## src/logic/stereo_adc_cfg.svh

```systemverilog
`ifndef STEREO_ADC_CFG_SVH
`define STEREO_ADC_CFG_SVH

// ==========================================================
// register offsets
`define REG_PART_IDENTITY 8'h01
`define REG_FIRST_RW 8'h02
`define REG_LAST_RW 8'h06
`define REG_COUNT 5

// ==========================================================
// reset values
`define RST_POWER_CONTROL_ONE 8'h00
`define RST_MIC_POWER_AND_SPEED 8'hAE
`define RST_SERIAL_INTERFACE_CONTROL 8'h00
`define RST_MIC_GAIN_BIAS_CONTROL 8'h00
`define RST_CONVERTER_FILTER_RAMP 8'hA0

// ==========================================================
// power_control_one fields
`define PC1_GLOBAL_PDN 0
`define PC1_CONV_PDN_A 1
`define PC1_CONV_PDN_B 2
`define PC1_AMP_PDN_A 3
`define PC1_AMP_PDN_B 4

// ==========================================================
// mic_power_and_speed fields
`define MPS_HALVE 0
`define MPS_BIAS_PDN 1
`define MPS_PREAMP_PDN_A 2
`define MPS_PREAMP_PDN_B 3
`define MPS_FLOAT 4
`define MPS_SPEED_LO 5
`define MPS_SPEED_HI 6
`define MPS_AUTO 7

// ==========================================================
// serial_interface_control fields
`define SIC_MIX 0
`define SIC_ROUTE 1
`define SIC_FORMAT 2
`define SIC_MASTER 6

// ==========================================================
// mic_gain_bias_control fields
`define MGB_PREAMP_GAIN_A 0
`define MGB_PREAMP_GAIN_B 1
`define MGB_LEVEL_LO 2
`define MGB_LEVEL_HI 3
`define MGB_BIAS_SEL 4
`define MGB_BOOST_A 5
`define MGB_BOOST_B 6
`define MGB_GANG 7

`endif

```

## src/logic/stereo_adc_pkg.sv

```systemverilog
package stereo_adc_pkg;

  // ==========================================================
  // speed modes, in field order 00..11
  typedef enum logic [1:0] {
    double_rate,
    single_rate,
    half_rate,
    quarter_rate
  } speed_t;

  // ==========================================================
  // analog path into each converter
  typedef enum logic [2:0] {
    path_in1_amp,
    path_in2_amp,
    path_in3_amp,
    path_in3_preamp_amp,
    path_in1_direct,
    path_in2_direct,
    path_in3_direct,
    path_reserved
  } path_t;

  typedef enum logic [1:0] {
    route_raw,
    route_processed,
    route_reserved
  } route_t;

  // ==========================================================
  // channel pairs
  typedef struct packed {
    logic [23:0] b;
    logic [23:0] a;
  } sample_pair_t;

  typedef struct packed {
    logic [4:0] b;
    logic [4:0] a;
  } gain_pair_t;

  typedef struct packed {
    logic [7:0] b;
    logic [7:0] a;
  } att_pair_t;

endpackage : stereo_adc_pkg

```

## src/logic/stereo_adc_control_regs.sv

```systemverilog
`timescale 1ns/1ps
`include "stereo_adc_cfg.svh"
// Functional notes
// - registers read/write, identity read-only, defaults on reset
// - identity holds part code and revision
// - channel power-down only after both down
// - global power-down keeps register contents
// - amp bit and input select pick path
// - auto-detect in slave overrides speed field
// - speed field picks quarter/half/single/double rate
// - float: master floats all, slave data only
// - preamp and bias power-down default set
// - clock halving, ignored slave without auto
// - role bit: zero slave, one master
// - format bit: zero left-justified, one I2S
// - route raw or processed samples out
// - mix bit sends (A-B)/2 on both
// - ganged volume: channel A governs both
// - digital boost adds 20 dB per channel
// - bias pin and level selection
// - preamp gain sixteen or thirty-two dB
module stereo_adc_control_regs #(
  parameter logic [4:0] PART_CODE = 5'h0A, // arbitrary value
  parameter logic [2:0] SILICON_REVISION = 3'h2 // arbitrary value
) (
  input wire logic i_clk,
  input wire logic i_arst_n,
  input wire logic [7:0] i_addr,
  input wire logic [7:0] i_wdata,
  input wire logic i_wr,
  input wire logic i_rd,
  input wire stereo_adc_pkg::speed_t i_detected_speed,
  input wire logic i_processing_engine_on,
  input wire logic [3:0] i_chan_input_select,
  input wire stereo_adc_pkg::gain_pair_t i_amp_gain,
  input wire stereo_adc_pkg::att_pair_t i_attenuation,
  input wire logic [1:0] i_level_ctrl_on,
  input wire stereo_adc_pkg::sample_pair_t i_samples,
  input wire logic i_sample_valid,
  output logic [7:0] o_rdata,
  output logic o_low_power,
  output logic [1:0] o_chan_converter_off,
  output logic [1:0] o_chan_amp_off,
  output logic [1:0] o_chan_mute,
  output stereo_adc_pkg::path_t o_path_a,
  output stereo_adc_pkg::path_t o_path_b,
  output stereo_adc_pkg::speed_t o_speed,
  output logic o_master_clock_halve,
  output logic o_bit_clock_oe_n,
  output logic o_frame_clock_oe_n,
  output logic o_serial_data_oe_n,
  output logic o_master_mode,
  output logic o_frame_format_i2s,
  output stereo_adc_pkg::route_t o_output_route,
  output logic [1:0] o_chan_preamp_off,
  output logic o_bias_off,
  output logic [1:0] o_chan_preamp_high_gain,
  output logic [1:0] o_chan_digital_boost,
  output logic o_bias_pin_second,
  output logic [1:0] o_bias_level,
  output stereo_adc_pkg::gain_pair_t o_amp_gain,
  output stereo_adc_pkg::att_pair_t o_attenuation,
  output logic [1:0] o_level_ctrl_on,
  output stereo_adc_pkg::sample_pair_t o_samples,
  output logic o_sample_valid
);

  // ==========================================================
  // address decode
  function automatic logic rw_hit(input logic [7:0] addr);
    rw_hit = (addr >= `REG_FIRST_RW) && (addr <= `REG_LAST_RW);
  endfunction : rw_hit

  function automatic logic [2:0] rw_index(input logic [7:0] addr);
    logic [7:0] diff;
    diff = addr - `REG_FIRST_RW;
    rw_index = diff[2:0];
  endfunction : rw_index

  function automatic stereo_adc_pkg::path_t path_of(input logic amp_off, input logic [1:0] sel);
    path_of = stereo_adc_pkg::path_t'({amp_off, sel});
  endfunction : path_of

  logic [7:0] regs_q [`REG_COUNT];
  logic [7:0] rdata_d;
  logic [7:0] rdata_q;
  wire logic wr_hit = i_wr && rw_hit(i_addr);
  wire logic [2:0] wr_idx = rw_index(i_addr);
  wire logic [2:0] rd_idx = rw_index(i_addr);
  wire logic id_hit = (i_addr == `REG_PART_IDENTITY);

  // ==========================================================
  // register storage
  // reserved bits are stored like any other, so software reads back what it wrote
  genvar g;
  generate
    for (g = 0; g < `REG_COUNT; g++)
    begin : g_reg
      always_ff @(posedge i_clk or negedge i_arst_n)
      begin
        if (!i_arst_n)
        begin
          case (g)
            0: regs_q[g] <= `RST_POWER_CONTROL_ONE;
            1: regs_q[g] <= `RST_MIC_POWER_AND_SPEED;
            2: regs_q[g] <= `RST_SERIAL_INTERFACE_CONTROL;
            3: regs_q[g] <= `RST_MIC_GAIN_BIAS_CONTROL;
            default: regs_q[g] <= `RST_CONVERTER_FILTER_RAMP;
          endcase
        end
        else if (wr_hit && (wr_idx == 3'(g)))
        begin
          regs_q[g] <= i_wdata;
        end
      end
    end
  endgenerate

  // ==========================================================
  // read path: identity is constant, unmapped reads zero
  assign rdata_d = !i_rd ? 8'h00 :
                   id_hit ? {PART_CODE, SILICON_REVISION} :
                   rw_hit(i_addr) ? regs_q[rd_idx] : 8'h00;

  always_ff @(posedge i_clk or negedge i_arst_n)
  begin
    if (!i_arst_n)
      rdata_q <= 8'h00;
    else
      rdata_q <= rdata_d;
  end
  assign o_rdata = rdata_q;

  // ==========================================================
  // field views
  wire logic [7:0] pc1 = regs_q[0];
  wire logic [7:0] mps = regs_q[1];
  wire logic [7:0] sic = regs_q[2];
  wire logic [7:0] mgb = regs_q[3];
  wire logic global_power_down = pc1[`PC1_GLOBAL_PDN];
  wire logic [1:0] chan_converter_power_down = {pc1[`PC1_CONV_PDN_B], pc1[`PC1_CONV_PDN_A]};
  wire logic [1:0] chan_amp_power_down = {pc1[`PC1_AMP_PDN_B], pc1[`PC1_AMP_PDN_A]};
  wire logic auto_detect = mps[`MPS_AUTO];
  wire logic master = sic[`SIC_MASTER];
  wire logic serial_port_float = mps[`MPS_FLOAT];
  wire logic differential_mix_enable = sic[`SIC_MIX];
  wire logic output_route_select = sic[`SIC_ROUTE];
  wire logic ganged_volume = mgb[`MGB_GANG];

  // ==========================================================
  // power-down sequencing
  // a lone channel bit after full power-up only mutes; real power saving
  // needs both channels down first, then the state holds per channel
  wire logic conv_all_down = global_power_down || (&chan_converter_power_down);
  wire logic amp_all_down = global_power_down || (&chan_amp_power_down);
  logic [1:0] conv_off_d;
  logic [1:0] conv_off_q;
  logic [1:0] amp_off_d;
  logic [1:0] amp_off_q;
  logic [1:0] mute_d;
  logic [1:0] mute_q;

  generate
    for (g = 0; g < 2; g++)
    begin : g_chan
      assign conv_off_d[g] = conv_all_down ||
        (conv_off_q[g] && chan_converter_power_down[g]);
      assign amp_off_d[g] = amp_all_down ||
        (amp_off_q[g] && chan_amp_power_down[g]);
      assign mute_d[g] = (chan_converter_power_down[g] && !conv_off_d[g]) ||
        (chan_amp_power_down[g] && !amp_off_d[g]);
    end
  endgenerate

  always_ff @(posedge i_clk or negedge i_arst_n)
  begin
    if (!i_arst_n)
    begin
      conv_off_q <= 2'h0;
      amp_off_q <= 2'h0;
      mute_q <= 2'h0;
    end
    else
    begin
      conv_off_q <= conv_off_d;
      amp_off_q <= amp_off_d;
      mute_q <= mute_d;
    end
  end
  assign o_chan_converter_off = conv_off_q;
  assign o_chan_amp_off = amp_off_q;
  assign o_chan_mute = mute_q;

  // ==========================================================
  // path, speed, clocking and serial port pins
  wire stereo_adc_pkg::path_t path_a_d = path_of(chan_amp_power_down[0], i_chan_input_select[1:0]);
  wire stereo_adc_pkg::path_t path_b_d = path_of(chan_amp_power_down[1], i_chan_input_select[3:2]);
  wire logic auto_applies = auto_detect && !master;
  wire stereo_adc_pkg::speed_t speed_d = auto_applies ? i_detected_speed :
    stereo_adc_pkg::speed_t'(mps[`MPS_SPEED_HI:`MPS_SPEED_LO]);
  wire logic halve_d = mps[`MPS_HALVE] && (master || auto_detect);
  // clocks are inputs in slave mode, so only the master may drive them
  wire logic clock_oe_n_d = !(master && !serial_port_float);
  wire logic data_oe_n_d = serial_port_float;
  wire stereo_adc_pkg::route_t route_d = !output_route_select ? stereo_adc_pkg::route_raw :
    (i_processing_engine_on ? stereo_adc_pkg::route_processed : stereo_adc_pkg::route_reserved);

  always_ff @(posedge i_clk or negedge i_arst_n)
  begin
    if (!i_arst_n)
    begin
      o_path_a <= stereo_adc_pkg::path_in1_amp;
      o_path_b <= stereo_adc_pkg::path_in1_amp;
      o_speed <= stereo_adc_pkg::single_rate;
      o_master_clock_halve <= 1'b0;
      o_bit_clock_oe_n <= 1'b1;
      o_frame_clock_oe_n <= 1'b1;
      o_serial_data_oe_n <= 1'b0;
      o_output_route <= stereo_adc_pkg::route_raw;
    end
    else
    begin
      o_path_a <= path_a_d;
      o_path_b <= path_b_d;
      o_speed <= speed_d;
      o_master_clock_halve <= halve_d;
      o_bit_clock_oe_n <= clock_oe_n_d;
      o_frame_clock_oe_n <= clock_oe_n_d;
      o_serial_data_oe_n <= data_oe_n_d;
      o_output_route <= route_d;
    end
  end

  // ==========================================================
  // straight control outputs
  always_ff @(posedge i_clk or negedge i_arst_n)
  begin
    if (!i_arst_n)
    begin
      o_low_power <= 1'b0;
      o_master_mode <= 1'b0;
      o_frame_format_i2s <= 1'b0;
      o_chan_preamp_off <= 2'h3;
      o_bias_off <= 1'b1;
      o_chan_preamp_high_gain <= 2'h0;
      o_chan_digital_boost <= 2'h0;
      o_bias_pin_second <= 1'b0;
      o_bias_level <= 2'h0;
    end
    else
    begin
      o_low_power <= global_power_down;
      o_master_mode <= master;
      o_frame_format_i2s <= sic[`SIC_FORMAT];
      o_chan_preamp_off <= {mps[`MPS_PREAMP_PDN_B], mps[`MPS_PREAMP_PDN_A]};
      o_bias_off <= mps[`MPS_BIAS_PDN];
      o_chan_preamp_high_gain <= {mgb[`MGB_PREAMP_GAIN_B], mgb[`MGB_PREAMP_GAIN_A]};
      o_chan_digital_boost <= {mgb[`MGB_BOOST_B], mgb[`MGB_BOOST_A]};
      o_bias_pin_second <= mgb[`MGB_BIAS_SEL];
      o_bias_level <= mgb[`MGB_LEVEL_HI:`MGB_LEVEL_LO];
    end
  end

  // ==========================================================
  // ganged volume and sample mixing
  wire stereo_adc_pkg::gain_pair_t gain_d = ganged_volume ?
    {i_amp_gain.a, i_amp_gain.a} : i_amp_gain;
  wire stereo_adc_pkg::att_pair_t att_d = ganged_volume ?
    {i_attenuation.a, i_attenuation.a} : i_attenuation;
  wire logic [1:0] level_d = ganged_volume ? {2{i_level_ctrl_on[0]}} : i_level_ctrl_on;
  // sign-extend before subtracting so the halved difference never overflows
  wire logic [24:0] diff_full = {i_samples.a[23], i_samples.a} - {i_samples.b[23], i_samples.b};
  wire logic [23:0] diff_half = diff_full[24:1];
  wire stereo_adc_pkg::sample_pair_t samples_d = differential_mix_enable ?
    {diff_half, diff_half} : i_samples;

  always_ff @(posedge i_clk or negedge i_arst_n)
  begin
    if (!i_arst_n)
    begin
      o_amp_gain <= '0;
      o_attenuation <= '0;
      o_level_ctrl_on <= 2'h0;
      o_samples <= '0;
      o_sample_valid <= 1'b0;
    end
    else
    begin
      o_amp_gain <= gain_d;
      o_attenuation <= att_d;
      o_level_ctrl_on <= level_d;
      o_sample_valid <= i_sample_valid;
      if (i_sample_valid)
        o_samples <= samples_d;
    end
  end
endmodule : stereo_adc_control_regs

```

## config.mk

```make
export PLATFORM = sky130hd
export DESIGN_NAME = stereo_adc_control_regs
export DESIGN_NICKNAME = d
export VERILOG_FILES = /design/src/logic/stereo_adc_pkg.sv /design/src/logic/stereo_adc_control_regs.sv
export VERILOG_INCLUDE_DIRS = /design/src /design/src/logic
export SDC_FILE = /design/constraint.sdc
export NUM_CORES = 1
export LEC_CHECK = 0
export BUFFER_PORTS_ARGS = -buffer_cell sky130_fd_sc_hd__buf_4
export CORE_MARGIN = 2
export CORE_UTILIZATION = 30
export CTS_BUF_LIST = sky130_fd_sc_hd__clkbuf_8
export CTS_CLUSTER_DIAMETER = 100
export DETAILED_ROUTE_END_ITERATION = 12
export GPL_TIMING_DRIVEN = 0
export PLACE_DENSITY_LB_ADDON = 0.12
export SLEW_MARGIN = 40
export SYNTH_ARGS = -nofsm -noshare
export SYNTH_HDL_FRONTEND = slang
export SYNTH_SLANG_ARGS = --single-unit
```

## constraint.sdc

```tcl
create_clock -name i_clk -period 3.3 [get_ports i_clk]
set_input_delay 0.165 -clock i_clk [delete_from_list [all_inputs] [get_ports i_clk]]
set_output_delay 0.165 -clock i_clk [all_outputs]
set_load 0.02 [all_outputs]
```

==> flow_summary.ini <==
[synthesis]
synth_edf_count = 0
synth_fp_nets = 835
synth_top_family_by_area = compound AO/OA/AOI/OAI gates
syn_avg_cell_area_um2 = 10.7
synthCells = 706
synthAdderAreaFrac = 0.0426
ys.flop_type = dfrtp_1
synthMuxAreaShare = 0.0989
synth_compound_area_frac = 0.152
yosysWarnings = 0
synth.distinct_cells = 66
synthArstFlopShare = 1.00
synthXorXnorAreaFrac = 0.0198
yosysSeqAreaShare = 0.524
synth_simple_gate_area_frac = 0.126
ys_ff_latch = 157
netlist_area_um2 = 7530

[detailed_routing]
via_count = 6446
dr.pass1.iters = 5
routed_wl_um = 23100
antenna_violating_nets_post_route = 0
viasPerCell = 4.77
drt-wirelength-per-cell_um = 17.1
dr.first_iter.drc_count = 359
drc = 0

[grt]
grt_pass1_vias = 6554
grt_max_degree = 67
grt.overflow.total = 0
grtUsageTotal = 0.177
antenna_found_initial = 0
grt_pass1_wl_um = 36300

[setup_path]
critPathTopFamily = compound AO/OA/AOI/OAI gates
critPathCaptureType = flop
critPathLaunch = i_samples[33]
critical_path_buf_inv_count = 4
worst-setup-path-type = primary input to flop
worst-endpoint-arrival_ns = 2.95
slowest_delay_ns = 0.55
required_ns = 3.63
worstPathMaxFanout = 8
r2r-start = sic[0]
crit_chain = dlygate4sd3_1, buf_4, inv_1, ha_1, clkbuf_1, nand2_1, o21ai_0, a21oi_1, a21boi_0, a311oi_1, xnor2_1, a21o_1
slowest_stage = dlygate4sd3_1
cp-start-kind = primary input

[clocking]
numCtsBuffers = 17
cts_resized = 0
cts_setup_buffers = 0
clock_sinks = 157
cts_htree_levels = 4
clockBufferDepth = 2
cts_tree = yes
clkTransAtPathRegs_ns = 0.09
clk_latency_ns = 0.45
root_buffer = clkbuf_8

[sta]
fin_skew_ns = 0.0113
timing.final.crit_period_ns = 2.62
worst_slack_ns = 0.677
rsz0062_at_grt = no
setup_viol = 0
tightest_slew_ns = 0.775
hold_violations = 0
period_share = 0.795
setup_tns_ns = 0
slew_viol_final = 0
maxSlewHeadroom = 0.483
fmax_mhz = 381

[floorplanning]
dieWidth_um = 162
die_h_um = 162
num_rows = 57
ios = 222
die-area_um2 = 26400
start_util = 0.308
fp.coreArea_um2 = 24500

[finish]
n_antenna_cell = 0
area_growth_pct = 43.4
final_nets = 1143
drive_gt1_frac = 0.329
fill_cells = 2407

[placed_design]
port_buffers = 221
place_ws_ns = 0.764
dp_hpwl_um = 16900
gp_congestion = 0.803

[run]
max-cap-violations = 0

[pwr]
power.density_nw_per_um2 = 481
vdd_ir_drop_max_mv = 0.226
p_leak_nw = 5.10

[min_path]
min_path_type = primary input to flop
worstHoldStart = i_samples[24]

[status]
status = completed
## cell usage in the layout (no fill, tap or decap), types with 6 or more instances in the layout
cell type and n:
mux2_2 53, nand3_1 21, buf_4 222, xnor2_1 9
and3_1 7, xor2_1 8, a21o_1 15, o21ai_0 53
dlygate4sd3_1 66, o211ai_1 6, dfstp_2 12, mux2i_1 8
clkbuf_1 28, and2_1 7, a31oi_1 19, nand2b_1 16
ha_1 24, a21oi_1 53, nor2b_1 9, inv_1 33
nand2_1 52, dfrtp_1 145, nor2_1 46, clkbuf_8 17
nand4_1 6
## cells in the mapped netlist (2+ instances only)
cell,instances,area (um^2)
a211o_1,2,17.5
a211oi_1,3,22.5
a21boi_0,5,37.5
a21o_1,15,113
a21oi_1,53,265
a221oi_1,2,17.5
a22oi_1,3,22.5
a311o_1,3,30.0
a31o_2,3,26.3
a31oi_1,19,119
a32oi_1,2,17.5
and2_1,7,43.8
and3_1,7,43.8
buf_1,3,11.3
buf_4,2,15.0
clkbuf_1,28,105
dfrtp_1,145,3630
dfstp_2,12,315
ha_1,24,300
inv_1,33,124
mux2_2,53,597
mux2i_1,8,80.1
mux4_2,3,67.6
nand2_1,52,195
nand2b_1,16,100
nand3_1,21,105
nand3b_1,3,22.5
nand4_1,6,37.5
nor2_1,46,173
nor2b_1,9,56.3
nor3_1,4,20.0
o211ai_1,6,45.0
o21a_1,3,22.5
o21ai_0,53,265
o21bai_1,2,15.0
o22ai_1,2,12.5
o31ai_1,2,15.0
or3_1,3,18.8
xnor2_1,9,78.8
xor2_1,8,70.1
## sequential cells by signal, summed over array words and instances (netlist names), 3 cells and up
register	cells
mgb	8
o_attenuation	16
o_path_a	3
o_amp_gain	10
mps	8
o_rdata	8
sic	8
pc1	8
regs_q	8
o_path_b	3
o_samples	48
## final cells by class
type	count	area (um^2)	share of cell area
flip-flops and latches	157	3940	0.365
well taps	324	405	0.0376
plain buffers	35	148	0.0137
repair buffers	289	2380	0.221
multi-input cells	480	3310	0.307
clock buffers	17	234	0.0217
inverters	34	128	0.0118
clock inverters	15	244	0.0226
## metrics by stage
stage / instances / utilization / hold WS, ns / power (mW) / cell area [um^2]
2_1_floorplan: 706 / - / -0.131 / 2.85 / 7530
4_1_cts: 1351 / 0.441 / 0.000168 / 5.27 / 10800
3_3_place_gp: 1251 / 0.392 / 0.274 / 3.40 / 9590
6_report: 1351 / 0.441 / 0.0373 / 5.19 / 10800
3_5_place_dp: 1253 / 0.395 / 0.0475 / 3.41 / 9650
5_1_grt: 1351 / 0.441 / 0.0121 / 5.48 / 10800
## layer usage
metal / vias up / part of all wire / track usage
li1: 3125 / - / -
met1: 3138 / 0.44 / 0.230
met2: 168 / 0.51 / 0.303
met3: 15 / 0.045 / 0.0364
met4: 0 / 0.014 / 0.0467
met5: - / 0 / 0
## worst min-delay path: stages
cell	delay, ns
buf_4	0.08
a21oi_1	0.05
a21oi_1	0.13
## worst paths after layout
check | end | slack (ns) | cells after the start
hold / removal | o_samples[24] | 0.04 | 3
setup reg to reg | o_samples[22] | 1.23 | 6
setup / recovery | o_samples[17] | 0.68 | 12
hold reg to reg | o_chan_preamp_off[1] | 0.38 | 0
min in group asynchronous | o_samples[0] | 0.17 | 2
max in group asynchronous | regs_q[5] | 2.12 | 4
## power breakdown
group / switching, mW / internal (mW)
Combinational: 0.702 / 0.562
Clock: 0.829 / 0.931
Sequential: 0.0827 / 2.09
Total: 1.61 / 3.58
## what timing repair did
item                                    CTS  global route
endpoints found under the hold margin   188             0
endpoints found under the setup margin    0             0
hold buffers                             66             0
## cell families (layout without fill, tap and decap cells)
logic type,count (synthesis),in the layout
buf+inv,69,390
flops,157,157
simple gates,187,187
compound gates,187,187
fa+ha+maj,25,25
mux,64,64
xor+xnor,17,17
Power figures use the tool's default switching activity.
